`config.mk`:
```
export PLATFORM = sky130hd
export DESIGN_NAME = dma_page_device_flat
export DESIGN_NICKNAME = d
export VERILOG_FILES = /design/src/include/dma_page_pkg.sv /design/src/include/dma_link_if.sv /design/src/rtl/dma_page_device.sv /design/src/flat_wrapper.sv
export SDC_FILE = /design/constraint.sdc
export NUM_CORES = 1
export LEC_CHECK = 0
export BUFFER_PORTS_ARGS = -buffer_cell sky130_fd_sc_hd__buf_2
export CAP_MARGIN = 20
export CORE_UTILIZATION = 35
export DETAILED_ROUTE_END_ITERATION = 12
export SYNTH_ARGS = -nofsm -noshare
export SYNTH_HDL_FRONTEND = slang
export SYNTH_SLANG_ARGS = --single-unit
```
`constraint.sdc`:
```
create_clock -name clk_sys -period 4.05 [get_ports clk_sys]
set_clock_uncertainty 0.05 [all_clocks]
set_input_delay 0.405 -clock clk_sys [delete_from_list [all_inputs] [get_ports clk_sys]]
set_output_delay 0.405 -clock clk_sys [all_outputs]
set_load 0.05 [all_outputs]
```
`src/include/dma_page_pkg.sv`:
```
// Shared constants for the DMA page-address and refresh block and its controller end
`default_nettype none
package dma_page_pkg;
  // Clock and refresh pacing
  localparam int CLK_HZ = 250_000_000;
  localparam int REFRESH_TICK_HZ = 69_799;
  // Longest period rounds down
  localparam int REFRESH_CYCLES = CLK_HZ / REFRESH_TICK_HZ;
  localparam int TICK_W = 12;
  localparam int ROW_W = 9;
  // Channel layout
  localparam int CHAN_COUNT = 8;
  localparam int CHAN_W = 3;
  localparam logic [2:0] CASCADE_CHAN = 3'h4;
  localparam logic [2:0] LAST_BYTE_CHAN = 3'h3;
  // Widths of the address pieces
  localparam int ADDR_W = 24;
  localparam int CTL_ADDR_W = 16;
  localparam int PAGE_W = 8;
  localparam int ENTRY_W = ADDR_W + 1;
  localparam int FIFO_DEPTH = 8;
  // Largest transfer in units (bytes or words)
  localparam logic [16:0] MAX_UNITS = 17'h10000;
  // Page register I/O ports
  localparam logic [7:0] PORT_PAGE_CH0 = 8'h87;
  localparam logic [7:0] PORT_PAGE_CH1 = 8'h83;
  localparam logic [7:0] PORT_PAGE_CH2 = 8'h81;
  localparam logic [7:0] PORT_PAGE_CH3 = 8'h82;
  localparam logic [7:0] PORT_PAGE_CH5 = 8'h8B;
  localparam logic [7:0] PORT_PAGE_CH6 = 8'h89;
  localparam logic [7:0] PORT_PAGE_CH7 = 8'h8A;
  localparam logic [7:0] PORT_PAGE_REFRESH = 8'h8F;
  // Per-channel signalling select, bit set means request/grant pair
  localparam logic [7:0] PORT_CHAN_MODE = 8'h8D;
  // Value of an undriven I/O read
  localparam logic [7:0] IO_FLOAT = 8'hFF;
  // Controller end APB register offsets
  localparam logic [11:0] OFS_CTRL = 12'h000;
  localparam logic [11:0] OFS_IOCMD = 12'h004;
  localparam logic [11:0] OFS_IOSTAT = 12'h008;
  localparam logic [11:0] OFS_XFER = 12'h00C;
  localparam logic [11:0] OFS_STAT = 12'h010;
  localparam logic [11:0] OFS_MEMADDR = 12'h014;
  // Field positions in controller end registers
  localparam int CTRL_PCI_LSB = 8;
  localparam int CTRL_STALL_BIT = 16;
  localparam int IOCMD_DATA_LSB = 8;
  localparam int IOCMD_WRITE_BIT = 16;
  localparam int IOSTAT_BUSY_BIT = 8;
  localparam int XFER_COUNT_LSB = 16;
  localparam int STAT_BUSY_BIT = 8;
  localparam int MEM_REFRESH_BIT = 24;

  // Port decode: hit flag and page slot; slot 4 holds the refresh page
  function automatic logic [3:0] pageSlot(input logic [7:0] port);
    unique case (port)
      PORT_PAGE_CH0: pageSlot = 4'h8;
      PORT_PAGE_CH1: pageSlot = 4'h9;
      PORT_PAGE_CH2: pageSlot = 4'hA;
      PORT_PAGE_CH3: pageSlot = 4'hB;
      PORT_PAGE_REFRESH: pageSlot = 4'hC;
      PORT_PAGE_CH5: pageSlot = 4'hD;
      PORT_PAGE_CH6: pageSlot = 4'hE;
      PORT_PAGE_CH7: pageSlot = 4'hF;
      default: pageSlot = 4'h0;
    endcase
  endfunction
endpackage
`default_nettype wire

```
`src/include/dma_link_if.sv`:
```
// Link between the page-address block and the controller cores with requesters
`timescale 1ns/1ps
`default_nettype none
interface dma_link_if;
  // I/O port access to page and mode registers
  logic ioValid;
  logic ioWrite;
  logic [7:0] ioPort;
  logic [7:0] ioWdata;
  logic ioAck;
  logic [7:0] ioRdata;
  // Channel requests and grants, two signalling styles
  logic [7:0] lpcReq;
  logic [7:0] pciReqN;
  logic [7:0] lpcAck;
  logic [7:0] pciGntN;
  // Controller low address stream
  logic xferValid;
  logic xferReady;
  logic [15:0] ctlAddr;
  // Full memory address stream
  logic memValid;
  logic memReady;
  logic [23:0] memAddr;
  logic memRefresh;

  modport devEnd (
    input ioValid, ioWrite, ioPort, ioWdata, lpcReq, pciReqN, xferValid, ctlAddr, memReady,
    output ioAck, ioRdata, lpcAck, pciGntN, xferReady, memValid, memAddr, memRefresh
  );
  modport ctlEnd (
    output ioValid, ioWrite, ioPort, ioWdata, lpcReq, pciReqN, xferValid, ctlAddr, memReady,
    input ioAck, ioRdata, lpcAck, pciGntN, xferReady, memValid, memAddr, memRefresh
  );
endinterface
`default_nettype wire

```
`src/rtl/dma_page_device.sv`:
```
// Page-address extension, channel arbitration and refresh addressing, with its FIFO
// How it works
// - Channels 0-3 bytes, 4-7 words
// - First controller always beats second controller; here only when no channel holds a grant
// - Channel 4 cascade only, no page
// - Page gives top byte of address
// - Byte channels: page A23-16, controller A15-0
// - Word channels: page A23-17, controller A16-1
// - Word transfers force A00 low
// - Transfer limit 64K units per grant
// - Word channels only for 16-bit parties
// - Page registers at fixed I/O ports
// - Software loads refresh page with zero
// - Refresh reads all 512 rows in turn
// - Refresh row on address bits 8-0
// - Refresh drives A23-17, A19-18 low
// - Refresh paced by 69.799 kHz tick
// - Each channel selects its signalling style
// - Request/grant pair in PC/PCI mode
// - LPC request/ack lines in LPC mode
//
// Our own choice: the APB slave port.
`timescale 1ns/1ps
`default_nettype none

// Plain FIFO with registered pointers; full and empty from pointer compare
module stream_fifo #(
  parameter int WIDTH = 25,
  parameter int DEPTH = 8
) (
  // Clock and reset
  input wire logic clk_sys,
  input wire logic rst,
  // Filling side
  input wire logic inValid,
  output logic inReady,
  input wire logic [WIDTH-1:0] inData,
  // Draining side
  output logic outValid,
  input wire logic outReady,
  output logic [WIDTH-1:0] outData
);
  localparam int PW = $clog2(DEPTH);

  // Pointer arithmetic needs a power-of-two depth
  if (DEPTH < 2 || (DEPTH & (DEPTH - 1)) != 0)
  begin : g_badDepth
    $error("stream_fifo depth must be a power of two, at least 2");
  end

  typedef struct packed {
    logic [DEPTH-1:0][WIDTH-1:0] mem; // Storage words
    logic [PW:0] wrPtr; // Extra bit tells full from empty
    logic [PW:0] rdPtr;
  } fifo_state_t;

  fifo_state_t s;
  fifo_state_t next_s;
  logic full;
  logic empty;

  // Status from pointers
  assign empty = (s.wrPtr == s.rdPtr);
  assign full = (s.wrPtr[PW-1:0] == s.rdPtr[PW-1:0]) && (s.wrPtr[PW] != s.rdPtr[PW]);
  assign inReady = !full;
  assign outValid = !empty;
  assign outData = s.mem[s.rdPtr[PW-1:0]];

  // Push and pop
  always_comb
  begin
    next_s = s;
    if (inValid && !full)
    begin
      next_s.mem[s.wrPtr[PW-1:0]] = inData;
      next_s.wrPtr = s.wrPtr + 1'b1;
    end
    if (outReady && !empty)
    begin
      next_s.rdPtr = s.rdPtr + 1'b1;
    end
  end

  // State register
  always_ff @(posedge clk_sys)
  begin
    if (rst)
      s <= '0;
    else
      s <= next_s;
  end
endmodule

// Device end: page registers, arbitration, address composition, refresh
module dma_page_device
  import dma_page_pkg::*;
#(
  parameter int DEPTH = FIFO_DEPTH
) (
  // Clock and reset
  input wire logic clk_sys,
  input wire logic rst,
  // Link to controller cores and requesters
  dma_link_if.devEnd link,
  // Toggles on every refresh cycle
  output logic refreshToggle
);
  typedef struct packed {
    logic [CHAN_COUNT-1:0][PAGE_W-1:0] page; // Slot 4 holds refresh page
    logic [7:0] chanMode; // Set: request/grant pair
    logic [7:0] grant; // One-hot granted channel
    logic [16:0] unitCount; // Units moved under this grant
    logic ioAck;
    logic [7:0] ioRdata;
    logic [7:0] lpcAck;
    logic [7:0] pciGntN;
    logic [TICK_W-1:0] tickCnt;
    logic [ROW_W-1:0] row;
    logic refreshPending;
    logic refreshToggle;
  } dev_state_t;

  dev_state_t s;
  dev_state_t next_s;
  logic [7:0] chanReq; // Effective request per channel
  logic fifoInReady;
  logic pushValid;
  logic [ENTRY_W-1:0] pushData;
  logic [CHAN_W-1:0] grantChan;
  logic [ENTRY_W-1:0] popData;

  // Refresh counter must fit its width
  if (REFRESH_CYCLES >= (1 << TICK_W))
  begin : g_badTick
    $error("refresh tick count exceeds counter width");
  end

  // Merge the two signalling styles into one request vector
  always_comb
  begin
    for (int i = 0; i < CHAN_COUNT; i++)
    begin
      chanReq[i] = s.chanMode[i] ? !link.pciReqN[i] : link.lpcReq[i];
    end
    chanReq[CASCADE_CHAN] = 1'b0;
  end

  // Encode the held grant
  always_comb
  begin
    grantChan = '0;
    for (int i = 0; i < CHAN_COUNT; i++)
    begin
      if (s.grant[i])
        grantChan = CHAN_W'(i);
    end
  end

  // Refresh takes the FIFO first; transfers wait behind it
  assign link.xferReady = fifoInReady && !s.refreshPending && (s.grant != '0);

  // Build the entry pushed into the FIFO
  always_comb
  begin
    pushValid = 1'b0;
    pushData = '0;
    if (s.refreshPending)
    begin
      pushValid = 1'b1;
      // Row on low bits; all upper lines forced low
      pushData = {1'b1, {(ADDR_W-ROW_W){1'b0}}, s.row};
    end
    else if (link.xferValid && link.xferReady)
    begin
      pushValid = 1'b1;
      if (grantChan <= LAST_BYTE_CHAN)
        pushData = {1'b0, s.page[grantChan], link.ctlAddr};
      else
        pushData = {1'b0, s.page[grantChan][PAGE_W-1:1], link.ctlAddr, 1'b0};
    end
  end

  // Next state: I/O ports, arbitration, refresh pacing
  always_comb
  begin
    logic [3:0] slot;
    slot = pageSlot(link.ioPort);
    next_s = s;
    next_s.ioAck = 1'b0;
    // One access per held request; ack drops it next cycle
    if (link.ioValid && !s.ioAck)
    begin
      next_s.ioAck = 1'b1;
      next_s.ioRdata = IO_FLOAT;
      if (slot[3])
      begin
        if (link.ioWrite)
          next_s.page[slot[2:0]] = link.ioWdata;
        next_s.ioRdata = s.page[slot[2:0]];
      end
      else if (link.ioPort == PORT_CHAN_MODE)
      begin
        if (link.ioWrite)
          next_s.chanMode = link.ioWdata;
        next_s.ioRdata = s.chanMode;
      end
    end
    // Grant bookkeeping
    if (s.grant != '0)
    begin
      if (link.xferValid && link.xferReady && !s.refreshPending)
      begin
        next_s.unitCount = s.unitCount + 1'b1;
        if (s.unitCount == MAX_UNITS - 1'b1)
          next_s.grant = '0;
      end
      if (!chanReq[grantChan])
        next_s.grant = '0;
    end
    else
    begin
      next_s.unitCount = '0;
      // Lowest number wins, so channels 0-3 beat 5-7
      for (int i = CHAN_COUNT - 1; i >= 0; i--)
      begin
        if (chanReq[i])
          next_s.grant = 8'h01 << i;
      end
    end
    // Style taken from the new mode so a mode write never splits a grant
    next_s.lpcAck = next_s.grant & ~next_s.chanMode;
    next_s.pciGntN = ~(next_s.grant & next_s.chanMode);
    // Refresh leaves once it is in the FIFO
    if (s.refreshPending && fifoInReady)
    begin
      next_s.refreshPending = 1'b0;
      next_s.row = s.row + 1'b1;
      next_s.refreshToggle = !s.refreshToggle;
    end
    // Refresh tick from the divider; comes last so a new tick beats the clear
    if (s.tickCnt == TICK_W'(REFRESH_CYCLES - 1))
    begin
      next_s.tickCnt = '0;
      next_s.refreshPending = 1'b1;
    end
    else
    begin
      next_s.tickCnt = s.tickCnt + 1'b1;
    end
  end

  // State register
  always_ff @(posedge clk_sys)
  begin
    if (rst)
    begin
      s <= '0;
      s.pciGntN <= 8'hFF;
    end
    else
    begin
      s <= next_s;
    end
  end

  // Addresses queue here so the memory side may stall
  stream_fifo #(
    .WIDTH(ENTRY_W),
    .DEPTH(DEPTH)
  ) u_fifo (
    .clk_sys(clk_sys),
    .rst(rst),
    .inValid(pushValid),
    .inReady(fifoInReady),
    .inData(pushData),
    .outValid(link.memValid),
    .outReady(link.memReady),
    .outData(popData)
  );

  // Link outputs
  assign link.memAddr = popData[ADDR_W-1:0];
  assign link.memRefresh = popData[ADDR_W];
  assign link.ioAck = s.ioAck;
  assign link.ioRdata = s.ioRdata;
  assign link.lpcAck = s.lpcAck;
  assign link.pciGntN = s.pciGntN;
  assign refreshToggle = s.refreshToggle;
endmodule
`default_nettype wire

```
`src/flat_wrapper.sv`:
```
// flat-port wrapper written by rule: the top's interface ports become plain ports
module dma_page_device_flat import dma_page_pkg::*;
#(
  parameter int DEPTH = FIFO_DEPTH
)
  (clk_sys, rst, refreshToggle, link_ioValid, link_ioWrite, link_ioPort, link_ioWdata, link_lpcReq, link_pciReqN, link_xferValid, link_ctlAddr, link_memReady, link_ioAck, link_ioRdata, link_lpcAck, link_pciGntN, link_xferReady, link_memValid, link_memAddr, link_memRefresh);
  dma_link_if link_i ();
  input wire logic clk_sys;
  input wire logic rst;
  output logic refreshToggle;
  input wire logic [$bits(link_i.ioValid)-1:0] link_ioValid;
  input wire logic [$bits(link_i.ioWrite)-1:0] link_ioWrite;
  input wire logic [$bits(link_i.ioPort)-1:0] link_ioPort;
  input wire logic [$bits(link_i.ioWdata)-1:0] link_ioWdata;
  input wire logic [$bits(link_i.lpcReq)-1:0] link_lpcReq;
  input wire logic [$bits(link_i.pciReqN)-1:0] link_pciReqN;
  input wire logic [$bits(link_i.xferValid)-1:0] link_xferValid;
  input wire logic [$bits(link_i.ctlAddr)-1:0] link_ctlAddr;
  input wire logic [$bits(link_i.memReady)-1:0] link_memReady;
  output wire logic [$bits(link_i.ioAck)-1:0] link_ioAck;
  output wire logic [$bits(link_i.ioRdata)-1:0] link_ioRdata;
  output wire logic [$bits(link_i.lpcAck)-1:0] link_lpcAck;
  output wire logic [$bits(link_i.pciGntN)-1:0] link_pciGntN;
  output wire logic [$bits(link_i.xferReady)-1:0] link_xferReady;
  output wire logic [$bits(link_i.memValid)-1:0] link_memValid;
  output wire logic [$bits(link_i.memAddr)-1:0] link_memAddr;
  output wire logic [$bits(link_i.memRefresh)-1:0] link_memRefresh;
  assign link_i.ioValid = link_ioValid;
  assign link_i.ioWrite = link_ioWrite;
  assign link_i.ioPort = link_ioPort;
  assign link_i.ioWdata = link_ioWdata;
  assign link_i.lpcReq = link_lpcReq;
  assign link_i.pciReqN = link_pciReqN;
  assign link_i.xferValid = link_xferValid;
  assign link_i.ctlAddr = link_ctlAddr;
  assign link_i.memReady = link_memReady;
  assign link_ioAck = link_i.ioAck;
  assign link_ioRdata = link_i.ioRdata;
  assign link_lpcAck = link_i.lpcAck;
  assign link_pciGntN = link_i.pciGntN;
  assign link_xferReady = link_i.xferReady;
  assign link_memValid = link_i.memValid;
  assign link_memAddr = link_i.memAddr;
  assign link_memRefresh = link_i.memRefresh;
  dma_page_device #(.DEPTH(DEPTH)) u_core (.clk_sys(clk_sys), .rst(rst), .link(link_i), .refreshToggle(refreshToggle));
endmodule
```
* After elaboration in Yosys (flattened, before gate mapping)
Index checks and enable logic that the tools add are counted.
Widths: inputs -> output; s select.
** Operators by class
- Add/subtract/negate cells :: 5
- Order comparisons :: 7
- Eq/ne operators :: 14
- Multiplexer cells :: 54
- Bitwise gates (word level) :: 5
- Reduce and logical (&&, ||, !) cells :: 28
** Operators by type and width (count)
- $bwmux 200 :: 1
- $mux 8 :: 18
- $mux 25 :: 5
- $bmux 25 s3 :: 1
- $demux 25 s3 :: 1
- $eq 8x8->1 const B :: 9
- $bwmux 64 :: 1
- $bmux 8 s3 :: 2
- $pmux 4 s8 :: 1
- $demux 8 s3 :: 1
- $mux 24 :: 1
- $add 17x1->17 const B :: 1
- $eq 17x16->1 const B :: 1
- $mux 17 :: 1
- $and 8x8->8 :: 2
- $lt 3x4->1 const B :: 4
- $not 8->8 :: 2
- $add 12x1->12 const B :: 1
- $eq 12x12->1 const B :: 1
- $logic_not 1->1 :: 12
- $mux 1 :: 12
- $mux 3 :: 4
- $logic_and 1x1->1 :: 11
- $add 9x1->9 const B :: 1
- 14 further kinds :: 19
** Storage, ports and cells
- Bits in registers :: 353
- Bits of input ports :: 54
- Output and inout bits :: 53
- Word-level logic and storage cells :: 142

* Logic depth before layout (Yosys ltp)
- Depth after elaboration :: 13
- Gate-level depth with buffers :: 13

* Modules after synthesis
Synthesis repeated with hierarchy kept, for this count alone.
** Unflattened totals
- Cells, all modules :: 1725
- Area total of the unflattened synthesis :: 17239.0 um^2
** Modules (own cells, without submodules)
- stream_fifo :: instances 1, cells an instance 849, area an instance 9851.9 um^2
- dma_page_device :: instances 1, cells an instance 876, area an instance 7387.1 um^2

* Least setup slack after synthesis
Ideal clock, no wire load.
- Path type :: register to register
- Start :: reg u_core.s[70] (netlist bit)
- End :: reg u_core.link.pciGntN[0] (netlist name)
- Data arrival time :: 2.828 ns
- Data required time :: 3.880 ns
- Slack :: 1.052 ns
- Cell stages (with the launch flop) :: 12
- Path buffers :: 4
- Period minus slack after synthesis :: 2.998 ns
- Path through :: dfxtp_1 -> buf_2 -> or4_4 -> buf_6 -> or4_4 -> buf_6 -> nor4bb_1 -> buf_2 -> and2_4 -> nor4_4 -> a21oi_1 -> or2_1
** On the way
- Cells in the longest elaborated chain, start to end :: 9
** RTL lines
- start, declared :: RTL line dma_page_device.sv:123 : dev_state_t s;
- start signal, assigned :: RTL line dma_page_device.sv:262 : s <= next_s;
- $mux 3 / $reduce_bool 8->1 (equally long branches) :: RTL line dma_page_device.sv:154, dma_page_device.sv:160, dma_page_device.sv:209
- $mux 3 / $logic_and 1x1->1 (equally long branches) :: RTL line dma_page_device.sv:154, dma_page_device.sv:160
- $mux 3 / $logic_and 1x1->1 (equally long branches) :: RTL line dma_page_device.sv:154, dma_page_device.sv:211
- $bmux 1 s3 / $logic_and 1x1->1 (equally long branches) :: RTL line dma_page_device.sv:217, dma_page_device.sv:211
- $mux 1 (implied by the code) / $mux 25 (equally long branches) :: RTL line dma_page_device.sv:217, dma_page_device.sv:211
- $mux 8 :: RTL line dma_page_device.sv:217 : if (!chanReq[grantChan])
- $mux 25 * :: RTL line dma_page_device.sv:209 : if (s.grant != '0)
- $and 8x8->8 * :: RTL line dma_page_device.sv:232 : next_s.pciGntN = ~(next_s.grant & next_s.chanMode);
- $not 8->8 * :: RTL line dma_page_device.sv:232
Mark *: on every way between the ends. The rest lies on a longest branch, timed or not. The select of a mux whose other input is x is not followed.
A chain may end at the register's enable or synchronous reset.

* Final worst setup path
- Start :: reg u_core.s[70] (netlist bit)
- End :: reg u_core.u_fifo.s[82] (netlist bit)
** On the way
- Cells in the longest elaborated chain, start to end :: 6
** RTL lines
- $reduce_bool 8->1 :: RTL line dma_page_device.sv:160 : assign link.xferReady = fifoInReady && !s.refreshPending && (s.grant != '0);
- $logic_and 1x1->1 :: RTL line dma_page_device.sv:160
- $logic_and 1x1->1 :: RTL line dma_page_device.sv:173 : else if (link.xferValid && link.xferReady)
- $mux 1 :: RTL line dma_page_device.sv:173
- $mux 1 :: RTL line dma_page_device.sv:167 : if (s.refreshPending)
- $logic_and 1x1->1 :: RTL line dma_page_device.sv:73 : if (inValid && !full)
- end signal, assigned :: RTL line dma_page_device.sv:90 : s <= next_s;
- end, declared :: RTL line dma_page_device.sv:57 : fifo_state_t s;
No other way between the ends.

==> metrics.md <==
| Metric | Value |
|---|---|
| Clk slew on worst S/H paths | 60 ps |
| Post-synth EDFFs | 0 |
| Num rows | 77 |
| Critical Path Start | u_core.s[70] |
| Layout area overhead | 14.5% |
| Synth Register Bits | 353 |
| Final wirelength | 44.9 mm |
| Dpl hpwl | 30.2 mm |
| Area post-placement | 16,600 um^2 |
| Rel. slew slack | 28.0% |
| Syn_area_per_cell | 8.81 um^2 |
| Fraction of layout cells with a size suffix above 1 | 17.6% |
| DIE AREA | 45,700 um^2 |
| Final WS setup | 681 ps |
| Worst Hold Class | primary input to register |
| Final Hold Violating Endpoints | 0 |
| LEAKAGE | 6.71 nW |
| DR iter-0 viols | 1,103 |
| Status | finished clean |
| Fin crit share | 83.2% |
| Top post-synthesis cells by area | dfxtp_1 45%, mux4_2 7.2%, nor2_1 6.6% |
| Fin area | 18,000 um^2 |
| WL/cell | 18.4 um |
| Worst-Margin Slew | 1080 ps |
| RSZ-0062 raised after global routing | no |
| Vias in the first global route | 12,900 |
| CTS root buf | clkbuf_16 |
| Core Area | 44,200 um^2 |
| Num Clock Sinks | 353 |
| Max-slew violation count | 0 |
| Critical Path Stages | 8 |
| Synth warnings | 0 |
| Unique masters post-synth | 57 |
| Final net count | 1,877 |
| Power Density | 455 nW/um^2 |
| Critical path class | register to register |
| Routed vias/inst | 5.37 |
| Simple-Gate Fraction of Synth Area | 19.1% |
| Synth Area in Compound Gates | 14.2% |
| RR Endpoint | u_core.u_fifo.s[82] |
| Comb pwr share | 11.0% |
| Setup WS pre-CTS | 728 ps |
| Synth Flop Type | dfxtp_1 |
| Port Buffers | 104 |
| Seq/Total Area, Yosys | 45.0% |
| Starting Density | 35.5% |
| Clk_lat worst skew | 550 ps |
| Fill count | 4,371 |
| Worst R2R Path Depth | 8 |
| Proportion of synthesized area in mux cells | 13.8% |
| Clk buf depth | 3 |
| Largest family of logic cells by synthesized area | simple AND/OR/NAND/NOR gates |
| Synth area leader | dfxtp_1 |
| Switching power | 2.12 mW |
| Reg2Reg Setup Slack | 680 ps |
| H-tree lvl count | 2 |
| Top cell type's share of synthesized area | 45.0% |
| Postcts setup bufs | 0 |
| Worst Path Buf+Inv | 1 |
| N_diodes | 0 |
| First drt pass iteration count | 8 |
| Worst Path Arrival | 3790 ps |
| Initial antenna violation count | 2 |
| DR vias | 13,100 |
| Seq pwr share | 43.5% |
| DRC | 0 |
| Antenna-violating nets left | 0 |
| Largest net degree at the start of global routing | 129 |
| Critical Path Sink Type | register |
| Overflow left after global routing | 0 |
| Slowest cell on crit path | or4_4 |
| Setup violators final | 0 |
| Die X | 214 um |
| Post_cts resized | 0 |
| Max FO, Critical Path | 10 |
| FF/Latch Area | 7070 um^2 |
| Sum Neg Setup Slack | 0 ps |
| I/O Pins | 107 |
| Fmax | 297 MHz |
| Mapped Cells | 1,783 |
| XOR/XNOR Fraction of Synth Area | 2.23% |
| CP startpoint kind | register |
| Tmin final | 3370 ps |
| RD Place Congestion | 0.858 |
| Adder-Cell Fraction of Synth Area | 0.558% |
| Sw frac | 25.9% |
| Clock power share | 45.5% |
| Crit path max-delay family | simple AND/OR/NAND/NOR gates |
| Die H | 214 um |
| Async S/R FF share, synth | 0% |
| Max incr delay on CP | 560 ps |
| Area of the multi-input gates | 7900 um^2 |
| Mapped cell area | 15,700 um^2 |
| CP cell instances | or4_4 -> or4_4 -> a21oi_1 -> or2_1 -> or3_1 -> buf_4 -> nand2_1 -> a21oi_1 |
| First-pass GRT wire length | 70.7 mm |
| Internal Power | 6.06 mW |
| Critical Path RT | 4470 ps |
| CTS tree | done |
| Max-cap check violation count | 0 |
| Crit path capture | u_core.u_fifo.s[82] |
| Max VDD drop | 0.244 mV |
| Global Route Usage Sum | 19.9% |
| CTS buffer count | 39 |
| CTS Hold Buffers Added | 0 |
| Worst R2R Start | u_core.s[70] |
| Synthesized Nets | 1,844 |
## state kept, by name, indices dropped and copies added, names as in the netlist
name	flops
u_core.s	119
u_core.link.ioRdata	8
u_core.link.lpcAck	8
u_core.refreshToggle	1
u_core.u_fifo.s	208
u_core.link.ioAck	1
u_core.link.pciGntN	8
## cell usage after synthesis, types with 3 or more instances
master and n:
and2_1 15, mux2i_1 70, o22ai_1 18, a222oi_1 5
nor2b_1 8, nand4_1 11, buf_4 24, or2_2 7
buf_2 27, nor4_1 3, a32o_1 32, or3_1 11
and3_1 10, xor2_1 27, a22o_1 4, o21ai_1 10
clkbuf_1 97, o221a_2 7, buf_1 6, nand2_1 239
o21ai_0 121, o221ai_1 12, nand3_1 73, inv_1 17
mux2_2 31, nand2b_1 10, a22oi_1 11, a31oi_1 3
dfxtp_1 353, xnor2_1 13, nor3_1 12, a21oi_1 120
ha_1 7, a211oi_1 11, nand3b_1 4, mux4_2 50
nor2_1 276
## worst min-delay path by stage
stage                    startpoint                    to  slack [ps]  cells after the start
3_5_place_dp    u_core.u_fifo.s[69]   u_core.u_fifo.s[69]         400                      2
3_3_place_gp    u_core.u_fifo.s[71]   u_core.u_fifo.s[71]         390                      2
5_1_grt             link_ioWdata[6]         u_core.s[127]         170                      3
2_1_floorplan  u_core.u_fifo.s[142]  u_core.u_fifo.s[142]         380                      2
6_report            link_ioWdata[6]         u_core.s[127]         170                      3
4_1_cts             link_ioWdata[6]         u_core.s[111]         150                      3
## worst min-delay path: stages
cell	delay, ps
buf_2	160
nand3_1	80
a21oi_1	50
## stage by stage
| stage | utilization [%] | instances | total power, mW | hold slack, ps |
|---|---|---|---|---|
| finish | 40.7 | 2437 | 8.18 | 169 |
| global route | 40.7 | 2437 | 8.46 | 175 |
| CTS | 40.7 | 2437 | 8.26 | 148 |
| detailed placement | 37.6 | 2367 | 4.54 | 395 |
| global placement | 37.6 | 2366 | 4.52 | 389 |
| floorplan | - | 1783 | 4.28 | 383 |
## layer usage
metal,vias to the layer above,track usage (%),part of all wire [%]
met3,78,2.58,5.1
li1,6285,-,-
met2,333,34.5,49
met1,6383,25.2,43
met5,-,0,0
met4,0,6.97,2.8
## cell usage in the layout (no fill, tap or decap), types with 13 or more instances in the layout
cell type	instances
inv_1	16
xnor2_1	13
nor2_1	276
buf_2	103
clkbuf_16	39
mux2_2	31
mux2i_1	70
a21oi_1	120
o22ai_1	18
mux4_2	50
a32o_1	32
nand2_1	239
xor2_1	27
and2_1	15
buf_4	44
dfxtp_1	351
o21ai_0	121
nand3_1	73
## power groups by stage
stage,registers (mW),clock network (mW),logic [mW]
5_1_grt,3.56,3.93,0.969
2_1_floorplan,3.62,0,0.668
4_1_cts,3.56,3.80,0.906
6_report,3.56,3.72,0.899
3_5_place_dp,3.63,0,0.901
3_3_place_gp,3.63,0,0.892
## final cells by class
type	count	area share (%)
clock buffers	54	6.24
clock inverters	16	1.22
inverters	17	0.362
multi-input cells	1257	43.9
flip-flops and latches	353	39.3
well taps	592	4.12
repair buffers	148	4.81
## cell families (layout without fill, tap and decap cells)
family	Yosys count	after routing
flip-flops	353	353
adder cells (fa/ha/maj)	7	7
multiplexers	151	151
AO/OA/AOI/OAI	365	365
AND/OR/NAND/NOR	694	694
buffers and inverters	173	235
XOR/XNOR	40	40
Power figures use the tool's default switching activity.
